[src/design/nvcb_map.svh]
// Purpose: constants for the non-volatile configuration bit block
// Assumes: 10 MHz clock, synchronous active-low reset
// Notes: all counts are derived from times in their own units
//
// Overview of operation
// [RL1] Security bit set only by command
// [RL2] Security clears only after wipe and erase
// [RL3] Security off: all flash access allowed; the fast port still refuses NVCB_FP_BAD
// [RL4] Security on: debug and fast port refused
// [RL5] Programmer holds wipe pin over 50 ms
// [RL6] Wipe pin clears all region locks
// [RL7] Two persistent general-purpose bits held
// [RL8] Gp bits set only by commands
// [RL9] Gp bit 0 enables brownout detector
// [RL10] Wipe clears gp bit 0
// [RL11] Gp bit 1 gates brownout reset
// [RL12] Wipe clears gp bit 1
// [RL13] Eight factory calibration bits, read only
// [RL14] Wipe leaves calibration bits untouched
// [RL15] Test high, A B high, C low: fast mode
// [RL16] Fast port accepts seven command kinds
// [RL17] All straps high 10 s: boot recovery
// [RL18] Recovery rewrites first two sectors
// [RL19] Reset cause recorded from five sources
// [RL20] Brownout output follows detector while enabled
// [RL21] Bits exported as continuous levels
`ifndef NVCB_MAP_SVH
`define NVCB_MAP_SVH
`define NVCB_CLK_HZ 10000000
`define NVCB_WIPE_MS 50
`define NVCB_WIPE_CYC ((`NVCB_CLK_HZ / 1000) * `NVCB_WIPE_MS)
`define NVCB_RECOV_S 10
`define NVCB_RECOV_CYC (`NVCB_CLK_HZ * `NVCB_RECOV_S)
`define NVCB_CNT_W 27
`define NVCB_LOCK_N 16
`define NVCB_CAL_W 8
`define NVCB_CAL_RST 8'h00
`define NVCB_GP_BOD 0
`define NVCB_GP_BRST 1
`endif

[src/design/nvcb_pkg.sv]
// Purpose: types for the non-volatile configuration bit block
// Assumes: nvcb_map.svh defines the widths
// Notes: types only
`include "nvcb_map.svh"
package nvcb_pkg;
    // Flash command interface commands
    typedef enum logic [2:0] {
        NVCB_CMD_NONE = 3'h0,
        NVCB_CMD_SET_SEC = 3'h1,
        NVCB_CMD_SET_GP = 3'h2,
        NVCB_CMD_CLR_GP = 3'h3,
        NVCB_CMD_SET_LOCK = 3'h4,
        NVCB_CMD_CLR_LOCK = 3'h5,
        NVCB_CMD_FULL_ERASE = 3'h6
    } nvcb_cmd_t;
    // Fast programming port commands
    typedef enum logic [2:0] {
        NVCB_FP_READ = 3'h0,
        NVCB_FP_PAGE_PROG = 3'h1,
        NVCB_FP_PAGE_ERASE = 3'h2,
        NVCB_FP_FULL_ERASE = 3'h3,
        NVCB_FP_LOCK = 3'h4,
        NVCB_FP_UNLOCK = 3'h5,
        NVCB_FP_PROTECT = 3'h6,
        NVCB_FP_BAD = 3'h7
    } nvcb_fp_cmd_t;
    // Reset causes
    typedef enum logic [2:0] {
        NVCB_RC_POWER = 3'h0,
        NVCB_RC_SOFT = 3'h1,
        NVCB_RC_USER = 3'h2,
        NVCB_RC_WDOG = 3'h3,
        NVCB_RC_BROWN = 3'h4
    } nvcb_rcause_t;
    // Command request from flash command controller
    typedef struct packed {
        logic valid;
        nvcb_cmd_t cmd;
        logic [3:0] arg;
    } nvcb_req_t;
    // Strap pins
    typedef struct packed {
        logic test_mode_pin;
        logic strap_line_a;
        logic strap_line_b;
        logic strap_line_c;
    } nvcb_strap_t;
    // Wipe filter states (Gray along idle, held, done)
    typedef enum logic [1:0] {
        NVCB_W_IDLE = 2'b00,
        NVCB_W_HELD = 2'b01,
        NVCB_W_DONE = 2'b11
    } nvcb_wst_t;
    typedef struct packed {
        nvcb_wst_t st;
        logic [`NVCB_CNT_W-1:0] cnt;
        logic done;
    } nvcb_wipe_state_t;
    typedef struct packed {
        logic [`NVCB_CNT_W-1:0] cnt;
        logic fast;
        logic recov;
    } nvcb_strap_state_t;
    typedef struct packed {
        logic sec;
        logic sec_wipe_pend;
        logic [1:0] gp;
        logic [`NVCB_LOCK_N-1:0] lock;
        logic [`NVCB_CAL_W-1:0] cal;
        logic cal_loaded;
        logic done;
        logic fp_ok;
        logic fp_refused;
        logic dbg_allow;
        logic bod_out;
        logic brst;
        nvcb_rcause_t rcause;
    } nvcb_top_state_t;
endpackage

[src/design/nvcb_wipe.sv]
// Purpose: qualifies the wipe pin; pulses once it was held long enough
// Assumes: pin synchronous to clk
// Notes: shorter assertions are ignored entirely
`timescale 1ns/100ps
`default_nettype none
`include "nvcb_map.svh"
module nvcb_wipe #(
    parameter logic [`NVCB_CNT_W-1:0] HOLD_CYC = `NVCB_CNT_W'(`NVCB_WIPE_CYC)
) (
    // Clock and reset
    input wire logic clk,
    input wire logic reset_line_pin,
    // Pin and qualified event
    input wire logic wipe_pin,
    output logic wipe_done
);
    import nvcb_pkg::*;
    nvcb_wipe_state_t s_q, s_d;
    // Count the hold; fire one pulse per assertion
    always_comb begin
        s_d = s_q;
        s_d.done = 1'b0;
        unique case (s_q.st)
            NVCB_W_IDLE: begin
                s_d.cnt = '0;
                if (wipe_pin) begin
                    s_d.st = NVCB_W_HELD;
                end
            end
            NVCB_W_HELD: begin
                if (!wipe_pin) begin
                    s_d.st = NVCB_W_IDLE;
                end else if (s_q.cnt == HOLD_CYC - 1'b1) begin
                    s_d.st = NVCB_W_DONE;
                    s_d.done = 1'b1; // see [RL5]
                end else begin
                    s_d.cnt = s_q.cnt + 1'b1;
                end
            end
            NVCB_W_DONE: begin
                if (!wipe_pin) begin
                    s_d.st = NVCB_W_IDLE;
                end
            end
            default: s_d.st = NVCB_W_IDLE;
        endcase
    end
    always_ff @(posedge clk) begin
        if (!reset_line_pin) begin
            s_q <= '0;
        end else begin
            s_q <= s_d;
        end
    end
    assign wipe_done = s_q.done;
    wipe_short_a: assert property (@(posedge clk) disable iff (!reset_line_pin) // see [RL5]
        !wipe_pin |=> !wipe_done) else $error("wipe pulse without pin");
endmodule
`default_nettype wire

[src/design/nvcb_strap.sv]
// Purpose: decodes the mode straps and times the recovery hold
// Assumes: straps synchronous to clk
// Notes: recovery latches until reset, standing in for the power cycle
`timescale 1ns/100ps
`default_nettype none
`include "nvcb_map.svh"
module nvcb_strap #(
    parameter logic [`NVCB_CNT_W-1:0] RECOV_CYC = `NVCB_CNT_W'(`NVCB_RECOV_CYC)
) (
    // Clock and reset
    input wire logic clk,
    input wire logic reset_line_pin,
    // Straps
    input wire nvcb_pkg::nvcb_strap_t straps,
    // Decoded modes
    output logic fast_mode,
    output logic recovery
);
    import nvcb_pkg::*;
    nvcb_strap_state_t s_q, s_d;
    logic all_high;
    assign all_high = &straps;
    // Decode fast mode; time full-high straps
    always_comb begin
        s_d = s_q;
        s_d.fast = straps.test_mode_pin & straps.strap_line_a &
                   straps.strap_line_b & !straps.strap_line_c; // see [RL15]
        if (!all_high || s_q.recov) begin
            s_d.cnt = '0;
        end else if (s_q.cnt == RECOV_CYC - 1'b1) begin
            s_d.recov = 1'b1; // see [RL17]
        end else begin
            s_d.cnt = s_q.cnt + 1'b1;
        end
    end
    always_ff @(posedge clk) begin
        if (!reset_line_pin) begin
            s_q <= '0;
        end else begin
            s_q <= s_d;
        end
    end
    assign fast_mode = s_q.fast & !s_q.recov;
    assign recovery = s_q.recov;
    recov_sticky_a: assert property (@(posedge clk) disable iff (!reset_line_pin) // see [RL17]
        recovery |=> recovery) else $error("recovery dropped");
endmodule
`default_nettype wire

[src/design/nvcb_top.sv]
// Purpose: non-volatile security, general-purpose, lock and calibration bits
// Assumes: one 10 MHz clock, synchronous active-low reset, pins synchronous
// Notes: flash array itself lives outside; this block holds bit state and gates
`timescale 1ns/100ps
`default_nettype none
`include "nvcb_map.svh"
module nvcb_top #(
    parameter logic [`NVCB_CNT_W-1:0] WIPE_CYC = `NVCB_CNT_W'(`NVCB_WIPE_CYC),
    parameter logic [`NVCB_CNT_W-1:0] RECOV_CYC = `NVCB_CNT_W'(`NVCB_RECOV_CYC),
    parameter logic [`NVCB_CAL_W-1:0] FACTORY_CAL = `NVCB_CAL_RST
) (
    // Clock and reset
    input wire logic clk,
    input wire logic reset_line_pin,
    // Flash command controller requests
    input wire nvcb_pkg::nvcb_req_t req,
    output logic req_done,
    // Fast programming port
    input wire logic fp_valid,
    input wire nvcb_pkg::nvcb_fp_cmd_t fp_cmd,
    output logic fp_accept,
    output logic fp_refused,
    // In-circuit debug access gate
    output logic dbg_access_ok,
    // Pins
    input wire logic wipe_pin,
    input wire nvcb_pkg::nvcb_strap_t straps,
    // Mode outputs
    output logic fast_mode,
    output logic recovery_start,
    // Reset cause inputs, one-hot request levels
    input wire logic rst_soft,
    input wire logic rst_user,
    input wire logic rst_wdog,
    input wire logic brownout_sense,
    // Exported bits
    output logic security_bit,
    output logic [1:0] gp_bits,
    output logic bod_enable,
    output logic bod_out,
    output logic brownout_rst,
    output logic [`NVCB_CAL_W-1:0] cal_bits,
    output logic [`NVCB_LOCK_N-1:0] lock_bits,
    output nvcb_pkg::nvcb_rcause_t reset_cause
);
    import nvcb_pkg::*;
    nvcb_top_state_t s_q, s_d;
    logic wipe_done;
    logic fast_raw;
    logic recov_raw;
    logic fp_q;
    logic rec_q;

    // Wipe pin qualifier
    nvcb_wipe #(.HOLD_CYC(WIPE_CYC)) u_wipe (
        .clk(clk),
        .reset_line_pin(reset_line_pin),
        .wipe_pin(wipe_pin),
        .wipe_done(wipe_done)
    );
    // Strap decoder
    nvcb_strap #(.RECOV_CYC(RECOV_CYC)) u_strap (
        .clk(clk),
        .reset_line_pin(reset_line_pin),
        .straps(straps),
        .fast_mode(fast_raw),
        .recovery(recov_raw)
    );

    // Fast port command legality
    function automatic logic fp_legal(input nvcb_fp_cmd_t c);
        fp_legal = (c != NVCB_FP_BAD); // see [RL16]
    endfunction

    // Next state of all bits
    always_comb begin
        s_d = s_q;
        s_d.done = 1'b0;
        s_d.fp_ok = 1'b0;
        s_d.fp_refused = 1'b0;
        // Calibration loads once from the factory value, then never written
        if (!s_q.cal_loaded) begin
            s_d.cal = FACTORY_CAL; // see [RL13]
            s_d.cal_loaded = 1'b1;
        end
        if (req.valid) begin
            s_d.done = 1'b1;
            unique case (req.cmd)
                NVCB_CMD_SET_SEC: s_d.sec = 1'b1; // see [RL1]
                NVCB_CMD_SET_GP: s_d.gp[req.arg[0]] = 1'b1; // see [RL8]
                NVCB_CMD_CLR_GP: s_d.gp[req.arg[0]] = 1'b0; // see [RL8]
                NVCB_CMD_SET_LOCK: s_d.lock[req.arg] = 1'b1;
                NVCB_CMD_CLR_LOCK: s_d.lock[req.arg] = 1'b0;
                NVCB_CMD_FULL_ERASE: begin
                    // Security drops only when wipe preceded this erase
                    if (s_q.sec_wipe_pend) begin
                        s_d.sec = 1'b0; // see [RL2]
                        s_d.sec_wipe_pend = 1'b0;
                    end
                end
                default: s_d.done = 1'b1;
            endcase
        end
        // Wipe wins over any gp or lock command in the same cycle
        if (wipe_done) begin
            s_d.lock = '0; // see [RL6]
            s_d.gp[`NVCB_GP_BOD] = 1'b0; // see [RL10]
            s_d.gp[`NVCB_GP_BRST] = 1'b0; // see [RL12]
            s_d.sec_wipe_pend = s_q.sec | s_d.sec;
        end
        // Fast port gated by security; unsecured grants every legal command, NVCB_FP_BAD still refused
        if (fp_valid && fast_raw) begin
            if (s_q.sec || !fp_legal(fp_cmd)) begin
                s_d.fp_refused = 1'b1; // see [RL4]
            end else begin
                s_d.fp_ok = 1'b1; // see [RL3]
            end
        end
        s_d.dbg_allow = !s_d.sec; // see [RL4]
        // Brownout path
        s_d.bod_out = s_d.gp[`NVCB_GP_BOD] & brownout_sense; // see [RL20]
        s_d.brst = s_d.bod_out & s_d.gp[`NVCB_GP_BRST]; // see [RL11]
        // Reset cause, priority brownout, watchdog, user, software
        if (s_d.brst) begin
            s_d.rcause = NVCB_RC_BROWN; // see [RL19]
        end else if (rst_wdog) begin
            s_d.rcause = NVCB_RC_WDOG;
        end else if (rst_user) begin
            s_d.rcause = NVCB_RC_USER;
        end else if (rst_soft) begin
            s_d.rcause = NVCB_RC_SOFT;
        end
    end

    // Bit storage; reset models power-up with bits at erased value
    always_ff @(posedge clk) begin
        if (!reset_line_pin) begin
            s_q <= '0;
            s_q.dbg_allow <= 1'b1;
            s_q.rcause <= NVCB_RC_POWER;
            fp_q <= 1'b0;
            rec_q <= 1'b0;
        end else begin
            s_q <= s_d;
            fp_q <= fast_raw;
            rec_q <= recov_raw; // see [RL18]
        end
    end

    // Registered exports; bits as continuous levels, done and fast-port answers as one-cycle pulses
    assign security_bit = s_q.sec; // see [RL21]
    assign gp_bits = s_q.gp; // see [RL7]
    assign bod_enable = s_q.gp[`NVCB_GP_BOD]; // see [RL9]
    assign bod_out = s_q.bod_out;
    assign brownout_rst = s_q.brst;
    assign cal_bits = s_q.cal; // see [RL14]
    assign lock_bits = s_q.lock;
    assign reset_cause = s_q.rcause;
    assign req_done = s_q.done;
    assign fp_accept = s_q.fp_ok;
    assign fp_refused = s_q.fp_refused;
    assign dbg_access_ok = s_q.dbg_allow;
    assign fast_mode = fp_q;
    assign recovery_start = rec_q;

    // Bit changes show one edge after the request edge, so look back one
    sec_no_clear_a: assert property (@(posedge clk) disable iff (!reset_line_pin) // see [RL2]
        $fell(security_bit) |-> $past(s_q.sec_wipe_pend)) else $error("sec cleared");
    sec_set_cmd_a: assert property (@(posedge clk) disable iff (!reset_line_pin) // see [RL1]
        $rose(security_bit) |-> $past(req.valid && req.cmd == NVCB_CMD_SET_SEC))
        else $error("sec set without command");
    fp_secure_a: assert property (@(posedge clk) disable iff (!reset_line_pin) // see [RL4]
        fp_accept |-> !$past(security_bit)) else $error("fast access while secure");
    dbg_secure_a: assert property (@(posedge clk) disable iff (!reset_line_pin) // see [RL4]
        security_bit |-> !dbg_access_ok) else $error("debug open while secure");
    wipe_clears_a: assert property (@(posedge clk) disable iff (!reset_line_pin) // see [RL10]
        wipe_done |=> (gp_bits == 2'b00) && (lock_bits == '0)) else $error("wipe missed");
    cal_fixed_a: assert property (@(posedge clk) disable iff (!reset_line_pin) // see [RL14]
        s_q.cal_loaded |=> $stable(cal_bits)) else $error("cal changed");
    bod_gate_a: assert property (@(posedge clk) disable iff (!reset_line_pin) // see [RL9]
        bod_out |-> bod_enable) else $error("bod without enable");
    brst_gate_a: assert property (@(posedge clk) disable iff (!reset_line_pin) // see [RL11]
        brownout_rst |-> gp_bits[1] && reset_cause == NVCB_RC_BROWN)
        else $error("brownout reset gated wrong");
    wipe_cov_c: cover property (@(posedge clk) disable iff (!reset_line_pin) wipe_done);
    fp_cov_c: cover property (@(posedge clk) disable iff (!reset_line_pin) fp_accept);
    fpref_cov_c: cover property (@(posedge clk) disable iff (!reset_line_pin) fp_refused);
    unsec_cov_c: cover property (@(posedge clk) disable iff (!reset_line_pin) $fell(security_bit));
endmodule
`default_nettype wire

[config.mk]
export PLATFORM = sky130hd
export DESIGN_NAME = nvcb_top
export DESIGN_NICKNAME = d
export VERILOG_FILES = /design/src/design/nvcb_pkg.sv /design/src/design/nvcb_wipe.sv /design/src/design/nvcb_strap.sv /design/src/design/nvcb_top.sv
export VERILOG_INCLUDE_DIRS = /design/src /design/src/design
export SDC_FILE = /design/constraint.sdc
export NUM_CORES = 1
export LEC_CHECK = 0
export ABC_AREA = 1
export ABC_CLOCK_PERIOD_IN_PS = 2300
export BUFFER_PORTS_ARGS = -buffer_cell sky130_fd_sc_hd__buf_2
export CAP_MARGIN = 20
export CORE_MARGIN = 3
export CORE_UTILIZATION = 59
export CTS_CLUSTER_DIAMETER = 80
export DETAILED_ROUTE_END_ITERATION = 8
export PLACE_DENSITY = 0.81
export SLEW_MARGIN = 20
export SYNTH_ARGS = -nofsm -noshare
export SYNTH_HDL_FRONTEND = slang
export SYNTH_HIERARCHICAL = 1
export SYNTH_SLANG_ARGS = --single-unit
[constraint.sdc]
create_clock -name clk -period 2.3 [get_ports clk]
set_clock_uncertainty 0.15 [all_clocks]
set_input_delay 0.575 -clock clk [delete_from_list [all_inputs] [get_ports clk]]
set_output_delay 0.575 -clock clk [all_outputs]
set_load 0.01 [all_outputs]
### Word-level counts from Yosys, hierarchy flattened

Cells that the tools add are included.

* register bits after elaboration: 90
* output and inout port bits: 39

* magnitude comparators: 4
* reductions and logical operators: 28
* bitwise logic cells: 15
* add/sub/neg operators: 2
* mux-type cells: 27
* eq/ne operators: 16

Operator list (count)
* 27-bit by 1-bit adder with 27-bit output (second input constant): 2
* 27-bit one-hot mux with 2 select lines: 1
* 16-bit one-hot mux with 2 select lines: 1
* 28-bit 2-to-1 mux: 1
* 27-bit by 19-bit equality test with 1-bit output (second input constant): 1
* 27-bit equality test (second input constant): 1
* 27-bit 2-to-1 mux: 1
* 20-bit 2-to-1 mux: 1
* 19-bit 2-to-1 mux: 1
* 16-bit bitwise AND: 1
* 16-bit NOT: 1
* 16-bit bitwise OR: 1
* 3-bit 2-to-1 mux: 4
* 2-bit 2-to-1 mux: 5
* 3-bit equality test (second input constant): 3
* 3-bit AND reduction: 3
* 2-bit != test (second input constant): 4
* 2-bit AND reduction: 4
* 2-bit nonzero test: 4
* 1-bit 2-to-1 mux: 7
* 1-bit bitwise AND: 6
* 3-bit by 2-bit equality test with 1-bit output (second input constant): 2
* 2-bit one-hot mux with 3 select lines: 1
* 2-bit OR reduction: 3
* other kinds (25): 33

### Logic depth before layout (Yosys ltp)

Gate-level depths: netlist (run 1).

* depth after elaboration: 13
* depth in mapped cells: 12
* depth with buffers taken out: 11

### Cells and area by module

Netlist (run 1), hierarchy kept.

By module, submodules not included
* nvcb_wipe: instances 1, sequential area each 600.6 um2, area each 2006.9 um2, cells an instance 338
* nvcb_strap: instances 1, sequential area each 580.6 um2, area each 1665.3 um2, cells an instance 252
* nvcb_top: instances 1, sequential area each 620.6 um2, area each 1537.7 um2, cells an instance 206

### Worst setup path before layout (run 1)

No wires, ideal clock.

* path type: register -> register
* start: reg u_wipe/s_q[1] (netlist name)
* end: reg u_wipe/s_q[19] (netlist name)
* data arrival time: 1.358 ns
* slack: 0.679 ns
* library setup time: 0.113 ns
* data required time: 2.037 ns
* stages on the path, launching flop included: 10
* path through: dfxtp_1 -> ha_1 -> nand3_1 -> nor2_2 -> nand2_2 -> nand3_4 -> nand2_4 -> buf_4 -> nand3_1 -> nand2_1

* longest elaborated chain between the ends: 4
* elaborated cells on any way between the ends: 7

RTL lines
* start, declared: line nvcb_wipe.sv:18 `nvcb_wipe_state_t s_q, s_d;`
* start signal, assigned: line nvcb_wipe.sv:50 `s_q <= '0;`
* start signal, assigned: line nvcb_wipe.sv:52 `s_q <= s_d;`
* 27-bit by 1-bit adder with 27-bit output: line nvcb_wipe.sv:37 `s_d.cnt = s_q.cnt + 1'b1;`
* 27-bit 2-to-1 mux: line nvcb_wipe.sv:33 `end else if (s_q.cnt == HOLD_CYC - 1'b1) begin`
* 28-bit 2-to-1 mux: line nvcb_wipe.sv:31 `if (!wipe_pin) begin`
* 27-bit one-hot mux with 2 select lines: line nvcb_wipe.sv:23 `unique case (s_q.st)`

Several ways; a longest one is shown, not always the timed one. The select of a mux whose other input is x is not followed.
A chain may end at the register's enable or synchronous reset.

### Worst setup path in the final report (run 1)

* start: reg u_wipe/s_q[2] (netlist name)
* end: reg u_wipe/s_q[27] (netlist name)

Same word-level chain as after synthesis.

==> results.toml, run 1 <==
[outcome]
status = "complete, no violations"

[logic_synthesis]
ys.flop_type = "dfxtp_1"
synthDistinctLibCells = 37
synth_simple_gate_area_share_pct = 40.1
synth_mux_area_share_pct = 0
syn_inst = 796
syn-cell-area_um2 = 5210
synth_top_family_by_area = "simple AND/OR/NAND/NOR gates"
ys_seq_area_share_pct = 34.6
synth-xor-area-share_pct = 2.52
synth_edf_count = 0
syn_area_per_cell_um2 = 6.55
ys_async_sr_fraction_pct = 0
yosysWarnings = 6
synth_compound_area_share_pct = 8.62
yosys.area_share.adder_pct = 0.480
synth_seq_cells = 90

[worst_setup_path]
crit_required_ns = 2.46
crit_buf_inv = 0
end_kind = "flip-flop"
path_max_fanout = 19
crit_path_start_kind = "flip-flop"
worst-setup-path-type = "flip-flop to flip-flop"
path_common_cell = "nand2_1"
crit_family = "simple AND/OR/NAND/NOR gates"
critical_path.max_stage_delay_ns = 0.39
crit_slowest_cell = "dfxtp_1"
crit_arrival_ns = 2.17
critical_path.cell_chain = "ha_1 -> nand3_1 -> nor2_2 -> nand2_2 -> nand3_4 -> nand2_4 -> nor2_4 -> nand2_1 -> nand2_1"

[clock_tree]
clkSinkCount = 90
cts_buffers = 9
cts-root-buf = "clkbuf_8"
cts_resized = 0
clock_latency_ns = 0.37
postCtsSetupBuffers = 0
clkSlewWorstSetupHoldPaths_ns = 0.09
clock_path_buffers = 2
cts_tree = "done"
htree_levels = 3
cts_hold_buf = 0

[routing]
vias = 5146
route.detailed.drc = 0
drtAntennaViolNets = 0
dr.pass1.iters = 5
drtIter0Drc = 318
wirelength_um = 12600
wire_per_inst_um = 13.3
via_per_inst = 5.45

[global_routing]
grt_pass1_vias = 4673
grt_first_pass_wirelength_um = 21200
grt_usage_pct = 25.8
antenna_found_initial = 0
grt_max_degree = 20
overflow = 0

[power]
p_comb_share_pct = 5.9
power_leakage_nw = 2.35
vdd_drop_max_v = 0.000258
switching_share_pct = 25.6
p_total_mw = 2.87
cell_internal_pwr_mw = 2.14
clockPowerShare_pct = 39.3
power.switching_uw = 736
power_frac_seq_pct = 54.8
p_per_area_nw_per_um2 = 511

[sta]
setup_viol = 0
setup-tns-final_ns = 0
whs_ns = 0.249
finalMaxSlewViolations = 0
worstMarginPinSlew_ns = 0.586
rsz0062_at_grt = "no"
min_period_over_period_pct = 87.6
max-slew-margin-rel_pct = 60.8
setup_ws_ns = 0.285
hold_violations = 0
min_period_ns = 2.02
fmax_ghz = 0.496

[floorplan]
die_w_um = 100
die_area_um2 = 9990
start_util_pct = 62.2
rows = 33
die-height_um = 100
core_area_um2 = 8380
ios = 62

[finish]
syn_to_final_growth_pct = 7.93
diodes = 0
seqCellArea_um2 = 1800
final_nets = 860
final_area_um2 = 5620
multiInputGateArea_um2 = 2720
drive_gt1_share_pct = 14.6
nFillCells = 780

[placement]
place_hpwl_um = 9540
post_dp_cell_area_um2 = 5420
post-place-ws_ns = 0.339
port_buffers = 53
gp_congestion = 0.961

[flow_run]
maxCapViolations = 0

[hold_path]
hp-class = "input port to flip-flop"
-- routing by layer --
layer	GRT usage, %	part of all wire (%)
met5	0	0
met2	43.2	47
met3	4.03	6.8
met1	33.2	44
met4	10.7	2.3
-- Yosys cell counts (3+ instances only) --
library cell  count  share of area, %
nand3_1          75               7.2
nand2_1         185                13
a21oi_1          52               5.0
or2_2             3              0.36
xor2_1           13               2.2
nand3_2           5              0.96
clkbuf_1          6              0.43
nor2_4            8               1.7
nand2_4           3              0.65
nor2_1          100               7.2
o21ai_1           3              0.29
nor2_2            9               1.1
nand2_2           5              0.60
inv_2             4              0.29
inv_1           104               7.5
nand4_1          28               3.4
o21ai_0          27               2.6
buf_4            32               4.6
dfxtp_1          90                35
nor3_1           19               1.8
a211oi_1          3              0.43
-- path summary, 6_finish.rpt --
check	startpoint	endpoint	slack [ns]	depth (start not counted)
setup / recovery	u_wipe/s_q[2]	u_wipe/s_q[27]	0.28	9
hold / removal	straps[0]	u_strap/s_q[1]	0.25	2
setup reg to reg	u_wipe/s_q[2]	u_wipe/s_q[27]	0.28	9
hold reg to reg	u_wipe/s_q[29]	u_wipe/s_q[28]	0.29	1
-- through the flow --
stage	utilization [%]	std cells
finish	67.1	945
global route	67.1	945
CTS	67.1	945
detailed placement	64.7	929
global placement	64.7	929
floorplan	-	803
-- power by group through the flow --
stage	registers [mW]	logic [mW]	clock network, mW
after global placement	1.61	0.163	0
after CTS	1.57	0.167	1.16
final	1.57	0.171	1.13
after floorplan	1.61	0.115	0
after global routing	1.58	0.187	1.22
after detailed placement	1.61	0.167	0
-- cells in the final DEF, fill, tap and decap left out, drive strengths merged, types with 20 or more instances in the layout --
cell type  instances
nor3              20
nand3             82
o21ai             30
dfxtp             90
nor2             117
buf               63
a21oi             52
nand2            193
inv              112
nand4             29
-- layout make-up --
class	count	share of cell area, %
multi-input cells	559	48.4
well taps	105	2.34
repair buffers	63	6.05
clock inverters	7	1.42
clock buffers	9	2.20
flip-flops and latches	90	32.0
inverters	112	7.52
-- cells by family after synthesis --
kind of cell / after synthesis
buffers and inverters: 154
flip-flops: 90
XOR/XNOR: 15
adder cells (fa/ha/maj): 2
other: 1
AND/OR/NAND/NOR: 447
AO/OA/AOI/OAI: 87
No activity file was read; power rests on OpenSTA's default activity.
==> run 2: changes to the inputs <==
--- a/config.mk
+++ b/config.mk
@@ -11,12 +11,11 @@
 export BUFFER_PORTS_ARGS = -buffer_cell sky130_fd_sc_hd__buf_2
 export CAP_MARGIN = 20
 export CORE_MARGIN = 3
-export CORE_UTILIZATION = 59
+export CORE_UTILIZATION = 58
 export CTS_CLUSTER_DIAMETER = 80
 export DETAILED_ROUTE_END_ITERATION = 8
-export PLACE_DENSITY = 0.81
+export PLACE_DENSITY = 0.8
 export SLEW_MARGIN = 20
 export SYNTH_ARGS = -nofsm -noshare
 export SYNTH_HDL_FRONTEND = slang
-export SYNTH_HIERARCHICAL = 1
 export SYNTH_SLANG_ARGS = --single-unit
==> run 2 against run 1 <==
Compared with the run above:
- first-iteration DRC count increased by 0.94%
- clock power shrank 6%
- die area fell by 3.6%
- via count shrank 5.5%
- synthesized area fell by 5.5%
- hold slack lost 0.032 ns
- non-clock buffer count is 5 lower
- critical path type unchanged
- largest power group unchanged
==> results.toml, run 2 <==
[clock_tree]
htree_levels = 3
clock_latency_ns = 0.37
postCtsSetupBuffers = 0
clock_path_buffers = 2
cts_resized = 0
cts_tree = "done"
clkSlewWorstSetupHoldPaths_ns = 0.11
cts_hold_buf = 0
cts_buffers = 9
cts-root-buf = "clkbuf_8"
clkSinkCount = 90

[sta]
rsz0062_at_grt = "no"
worstMarginPinSlew_ns = 0.592
min_period_over_period_pct = 87.3
whs_ns = 0.217
fmax_ghz = 0.498
hold_violations = 0
finalMaxSlewViolations = 0
max-slew-margin-rel_pct = 60.4
setup-tns-final_ns = 0
min_period_ns = 2.01
setup_ws_ns = 0.292
setup_viol = 0

[worst_setup_path]
crit_buf_inv = 0
worst-setup-path-type = "flip-flop to flip-flop"
path_common_cell = "nor2_1"
crit_path_start_kind = "flip-flop"
crit_slowest_cell = "dfxtp_1"
crit_arrival_ns = 2.15
crit_required_ns = 2.44
r2r_start = "u_strap.s_q[2]"
crit_family = "simple AND/OR/NAND/NOR gates"
startpoint = "u_strap.s_q[2]"
critical_path.max_stage_delay_ns = 0.35
critical_path.cell_chain = "ha_1 -> nand2_1 -> nor2_1 -> nand2_1 -> nor2_1 -> nand2_2 -> nand3_1 -> nor2_1 -> nand3_1 -> nand2_1 -> nor2_1"
rrSetupSlack_ns = 0.29
reg2reg_to = "u_strap.s_q[25]"
end_kind = "flip-flop"
reg2regPathDepth = 11
path_max_fanout = 10

[routing]
dr.pass1.iters = 5
via_per_inst = 5.42
vias = 4864
wire_per_inst_um = 12.9
route.detailed.drc = 0
drtIter0Drc = 321
wirelength_um = 11600
drtAntennaViolNets = 0

[outcome]
status = "complete, no violations"

[logic_synthesis]
syn-cell-area_um2 = 4920
ys_async_sr_fraction_pct = 0
yosys-top-cells-count = "174 x nand2_1, 120 x nor2_1, 96 x inv_1"
synth.area.top_cells = "dfxtp_1 37%, nand2_1 13%, nor2_1 9.1%"
yosysWarnings = 0
yosysMostFrequentCell = "nand2_1"
synth_edf_count = 0
synth_top_area_cell = "dfxtp_1"
synthDistinctLibCells = 42
synth_top_area_share_pct = 36.6
ys.flop_type = "dfxtp_1"
synth_seq_cells = 90
ys_seq_area_share_pct = 36.6
syn_area_per_cell_um2 = 6.52
syn_inst = 755

[hold_path]
hold_start = "straps[0]"
holdPathStages = 2
hp-class = "input port to flip-flop"
hold_end = "u_strap.s_q[1]"

[global_routing]
busiest_layer = "met2"
grt_pass1_vias = 4285
antenna_found_initial = 0
grt_first_pass_wirelength_um = 19900
grt_use_met1_pct = 34.5
grt_use_met3_pct = 3.71
grt_usage_pct = 24.7
overflow = 0
grt_use_met2_pct = 39.3
grt_max_degree = 25

[floorplan]
die_area_um2 = 9630
core_area_um2 = 7970
ios = 62
start_util_pct = 61.8
die_w_um = 98.1
rows = 32
die-height_um = 98.1

[placement]
port_buffers = 53
post_dp_cell_area_um2 = 5100
place_hpwl_um = 8690
post-place-ws_ns = 0.191
dp.cells = 881
gp_congestion = 0.936

[finish]
layout_common_cells = "173 x nand2_1, 120 x nor2_1, 96 x inv_1, 90 x dfxtp_1, 54 x a21oi_1"
nFillCells = 734
drive_gt1_share_pct = 13.0
diodes = 0
syn_to_final_growth_pct = 7.57
final_area_um2 = 5300
final_common_cell = "nand2_1"
stdcell_count = 897
final_nets = 815

[flow_run]
maxCapViolations = 0

[power]
power_leakage_nw = 2.06
p_per_area_nw_per_um2 = 527
vdd_drop_max_v = 0.000277
## run 2: cell types whose count changed in the layout (fill, tap and decap cells not counted), sizes merged, moves of 4 or more
cell,previous run,this run
a21oi,52,58
inv,112,102
xor2,13,2
nor2,117,125
buf,63,58
nand2,193,181
o21ai,30,42
nand3,82,43
a31oi,0,4
## run 2: area by class of cell
class	count	area, um^2	share of cell area [%]
clock buffer	9	124	2.34
clock inverter	7	71.3	1.35
inverter	99	372	7.01
multi-input combinational	532	2500	47.2
sequential	90	1800	34.0
tap	102	128	2.41
timing repair buffer	58	303	5.72
## run 2: worst max path at each step
| stage | to | depth (start not counted) |
|---|---|---|
| 2_1_floorplan | u_strap.s_q[15] | 6 |
| 3_3_place_gp | u_strap.s_q[25] | 11 |
| 3_5_place_dp | u_strap.s_q[25] | 11 |
| 4_1_cts | u_strap.s_q[25] | 11 |
| 5_1_grt | u_strap.s_q[24] | 9 |
| 6_report | u_strap.s_q[25] | 11 |
## run 2: kinds of logic after synthesis
group | after synthesis | synth area share (%)
AND/OR/NAND/NOR | 407 | 36.7
XOR/XNOR | 3 | 0.534
AO/OA/AOI/OAI | 112 | 12.4
other | 1 | 0.0761
adder cells (fa/ha/maj) | 2 | 0.508
flip-flops | 90 | 36.6
buffers and inverters | 140 | 13.3
## run 2: layer usage
layer  vias to the layer above  part of all wire [%]
li1                       2466                     -
met1                      2179                    47
met2                       196                    44
met3                        23                   7.4
met4                         0                   1.7
met5                         -                     0
## run 2: report_power, final
group	switching [mW]	internal (mW)	total, mW
clock network	0.636	0.422	1.06
logic	0.113	0.0467	0.160
registers	0.00590	1.57	1.57
total	0.755	2.04	2.79
## run 2: worst register-to-register path, cell delays in order, from the launching register on
cell and delay (ns):
dfxtp_1 0.35, ha_1 0.24, nand2_1 0.11, nor2_1 0.05, nand2_1 0.18, nor2_1 0.09
nand2_2 0.19, nand3_1 0.17, nor2_1 0.20, nand3_1 0.10, nand2_1 0.07, nor2_1 0.03
## run 2: per-stage QoR
step | utilization, % | power [mW]
CTS | 66.5 | 2.82
detailed placement | 64.0 | 1.77
floorplan | - | 1.73
finish | 66.5 | 2.79
global route | 66.5 | 2.88
global placement | 64.0 | 1.76
==> run 3: changes to the inputs <==
--- a/config.mk
+++ b/config.mk
@@ -7,14 +7,14 @@
 export NUM_CORES = 1
 export LEC_CHECK = 0
 export ABC_AREA = 1
-export ABC_CLOCK_PERIOD_IN_PS = 2300
+export ABC_CLOCK_PERIOD_IN_PS = 1700
 export BUFFER_PORTS_ARGS = -buffer_cell sky130_fd_sc_hd__buf_2
 export CAP_MARGIN = 20
 export CORE_MARGIN = 3
-export CORE_UTILIZATION = 58
+export CORE_UTILIZATION = 53
 export CTS_CLUSTER_DIAMETER = 80
 export DETAILED_ROUTE_END_ITERATION = 8
-export PLACE_DENSITY = 0.8
+export PLACE_DENSITY = 0.77
 export SLEW_MARGIN = 20
 export SYNTH_ARGS = -nofsm -noshare
 export SYNTH_HDL_FRONTEND = slang
==> constraint.sdc (replaced) <==
create_clock -name clk -period 1.7 [get_ports clk]
set_clock_uncertainty 0.15 [all_clocks]
set_input_delay 0.425 -clock clk [delete_from_list [all_inputs] [get_ports clk]]
set_output_delay 0.425 -clock clk [all_outputs]
set_load 0.01 [all_outputs]
==> run 3 against run 2 <==
Compared with the run above:
- the run now ends with setup timing left
- wire length grew 18%
- final cell count grew 8.5%
- combinational power grew 72%
- first-iteration DRC count grew 48%
- sequential power grew 36%
- register-to-register slack lost 0.35 ns
- core utilization grew 3.9 points
- die area grew 8.8%
- fmax grew 14%
- non-clock buffer count grew 69
- clock power grew 45%
- cell area grew 18%
- critical path type unchanged
==> results.toml, run 3 (synthesis gave the netlist of run 2 again) <==
[outcome]
status = "finished with violations"
violations = "setup timing"

[sta]
hold_violations = 0
whs_ns = 0.0731
finalMaxSlewViolations = 0
rsz0062_at_grt = "yes"
min_period_over_period_pct = 103
setup_viol = 12
setup-tns-final_ns = -0.195
setup_ws_ns = -0.0544
min_period_ns = 1.75
fmax_ghz = 0.570

[worst_setup_path]
r2r_start = "u_wipe.s_q[1]"
rrSetupSlack_ns = -0.05
path_max_fanout = 8
end_kind = "flip-flop"
crit_arrival_ns = 1.89
crit_path_start_kind = "flip-flop"
worst-setup-path-type = "flip-flop to flip-flop"
reg2regPathDepth = 10
reg2reg_to = "u_wipe.s_q[11]"
crit_required_ns = 1.84

[power]
cell_internal_pwr_mw = 2.92
power.switching_mw = 1.02
vdd_drop_max_v = 0.000332
p_comb_share_pct = 7.0
p_per_area_nw_per_um2 = 631
power_leakage_nw = 2.65
switching_share_pct = 25.9
clockPowerShare_pct = 39.1
p_total_mw = 3.95
power_frac_seq_pct = 54.0

[finish]
layout_common_cells = "153 x nand2_1, 104 x nor2_1, 95 x inv_1, 73 x dfxtp_1, 65 x buf_4"
diodes = 0
final_nets = 885
drive_gt1_share_pct = 29.0
syn_to_final_growth_pct = 27.1
final_common_cell = "nand2_1"

[global_routing]
grt_first_pass_wirelength_um = 21000
grt_usage_pct = 24.5
antenna_found_initial = 0
grt_pass1_vias = 4864
overflow = 0
grt_max_degree = 25

[floorplan]
die_w_um = 102
start_util_pct = 55.4
rows = 34
core_area_um2 = 8890
ios = 62
die_area_um2 = 10500
die-height_um = 102

[routing]
dr_wl_met3_um = 1030
dr.pass1.iters = 5
wirelength_um = 13700
drtAntennaViolNets = 0
route.detailed.drc = 0
via_per_inst = 5.56
vias = 5408
drtIter0Drc = 476
routed.top_layer = "met4"
wire_per_inst_um = 14.0
wl_met2_um = 6560
drt-met1-wl_um = 5650

[clock_tree]
htree_levels = 3
clock_path_buffers = 2
cts-root-buf = "clkbuf_8"
cts_tree = "done"
clkSinkCount = 90
clock_latency_ns = 0.36
clkSlewWorstSetupHoldPaths_ns = 0.10
cts_hold_buf = 0
cts_buffers = 9

[placement]
place_hpwl_um = 9600
gp_congestion = 0.962
port_buffers = 53

[hold_path]
hold_start = "straps[0]"
holdPathStages = 2
hold_end = "u_strap.s_q[1]"
hp-class = "input port to flip-flop"

[flow_run]
maxCapViolations = 0
## run 3: cell types whose count changed in the layout (fill, tap and decap cells not counted), moves of 8 or more
cell / previous run / this run
nor2_1: 120 / 104
nand2_1: 173 / 153
nand2_2: 7 / 16
nor2_2: 1 / 12
o21ai_0: 40 / 32
buf_4: 5 / 65
dfxtp_2: 0 / 16
dfxtp_1: 90 / 73
nand2_4: 1 / 11
a21oi_1: 54 / 44
a21oi_2: 3 / 13
## run 3: critical path, cell delays in order, from the launching register on
cell and delay (ns):
dfxtp_2 0.37, ha_4 0.15, nand2_4 0.06, nor2_4 0.10
nand3_2 0.09, nor2_2 0.11, nand2_2 0.09, a21oi_4 0.17
buf_6 0.19, nand2_1 0.09, a21oi_2 0.13
## run 3: through the flow
step           instances  setup WS, ns  utilization [%]  cell area (um^2)
6_report             973       -0.0544             70.4              6260
5_1_grt              973        -0.128             70.4              6260
4_1_cts              962       -0.0280             66.7              5930
3_5_place_dp         940        -0.144             62.5              5560
3_3_place_gp         940       -0.0455             62.5              5560
2_1_floorplan        762      0.000543                -              4980
## run 3: worst max path at each step
stage                   start         endpoint  depth (start not counted)
2_1_floorplan  u_strap.s_q[2]  u_strap.s_q[24]                          9
3_3_place_gp   u_strap.s_q[2]  u_strap.s_q[22]                         10
3_5_place_dp   u_strap.s_q[2]  u_strap.s_q[22]                         10
4_1_cts        u_strap.s_q[3]  u_strap.s_q[22]                         10
5_1_grt         u_wipe.s_q[1]   u_wipe.s_q[11]                         10
6_report        u_wipe.s_q[1]   u_wipe.s_q[11]                         10
## run 3: area by class of cell
cell class | instances | area, um^2
Clock inverter | 7 | 83.8
Sequential cell | 90 | 1830
Timing Repair Buffer | 127 | 872
Tap cell | 108 | 135
Inverter | 99 | 372
Multi-Input combinational cell | 533 | 2850
Fill cell | 718 | 2630
Clock buffer | 9 | 124
## run 3: timing repair
action                     4_1_cts  5_1_grt
setup endpoints to repair       32       46
cloned                           0        1
pin swaps                       22       24
buffers inserted                 6       10
gates resized for setup         35       77
## run 3: power by group through the flow
stage / clock, mW / combinational [mW] / sequential (mW)
6_report: 1.54 / 0.275 / 2.13
3_5_place_dp: 0 / 0.241 / 2.18
4_1_cts: 1.57 / 0.253 / 2.13
2_1_floorplan: 0 / 0.154 / 2.18
5_1_grt: 1.66 / 0.300 / 2.13
3_3_place_gp: 0 / 0.235 / 2.18
## run 3: per-layer routing
layer | vias up | GRT usage [%]
met2 | 275 | 42.1
li1 | 2610 | -
met3 | 53 | 4.23
met4 | 0 | 10.4
met5 | - | 0
met1 | 2470 | 30.2
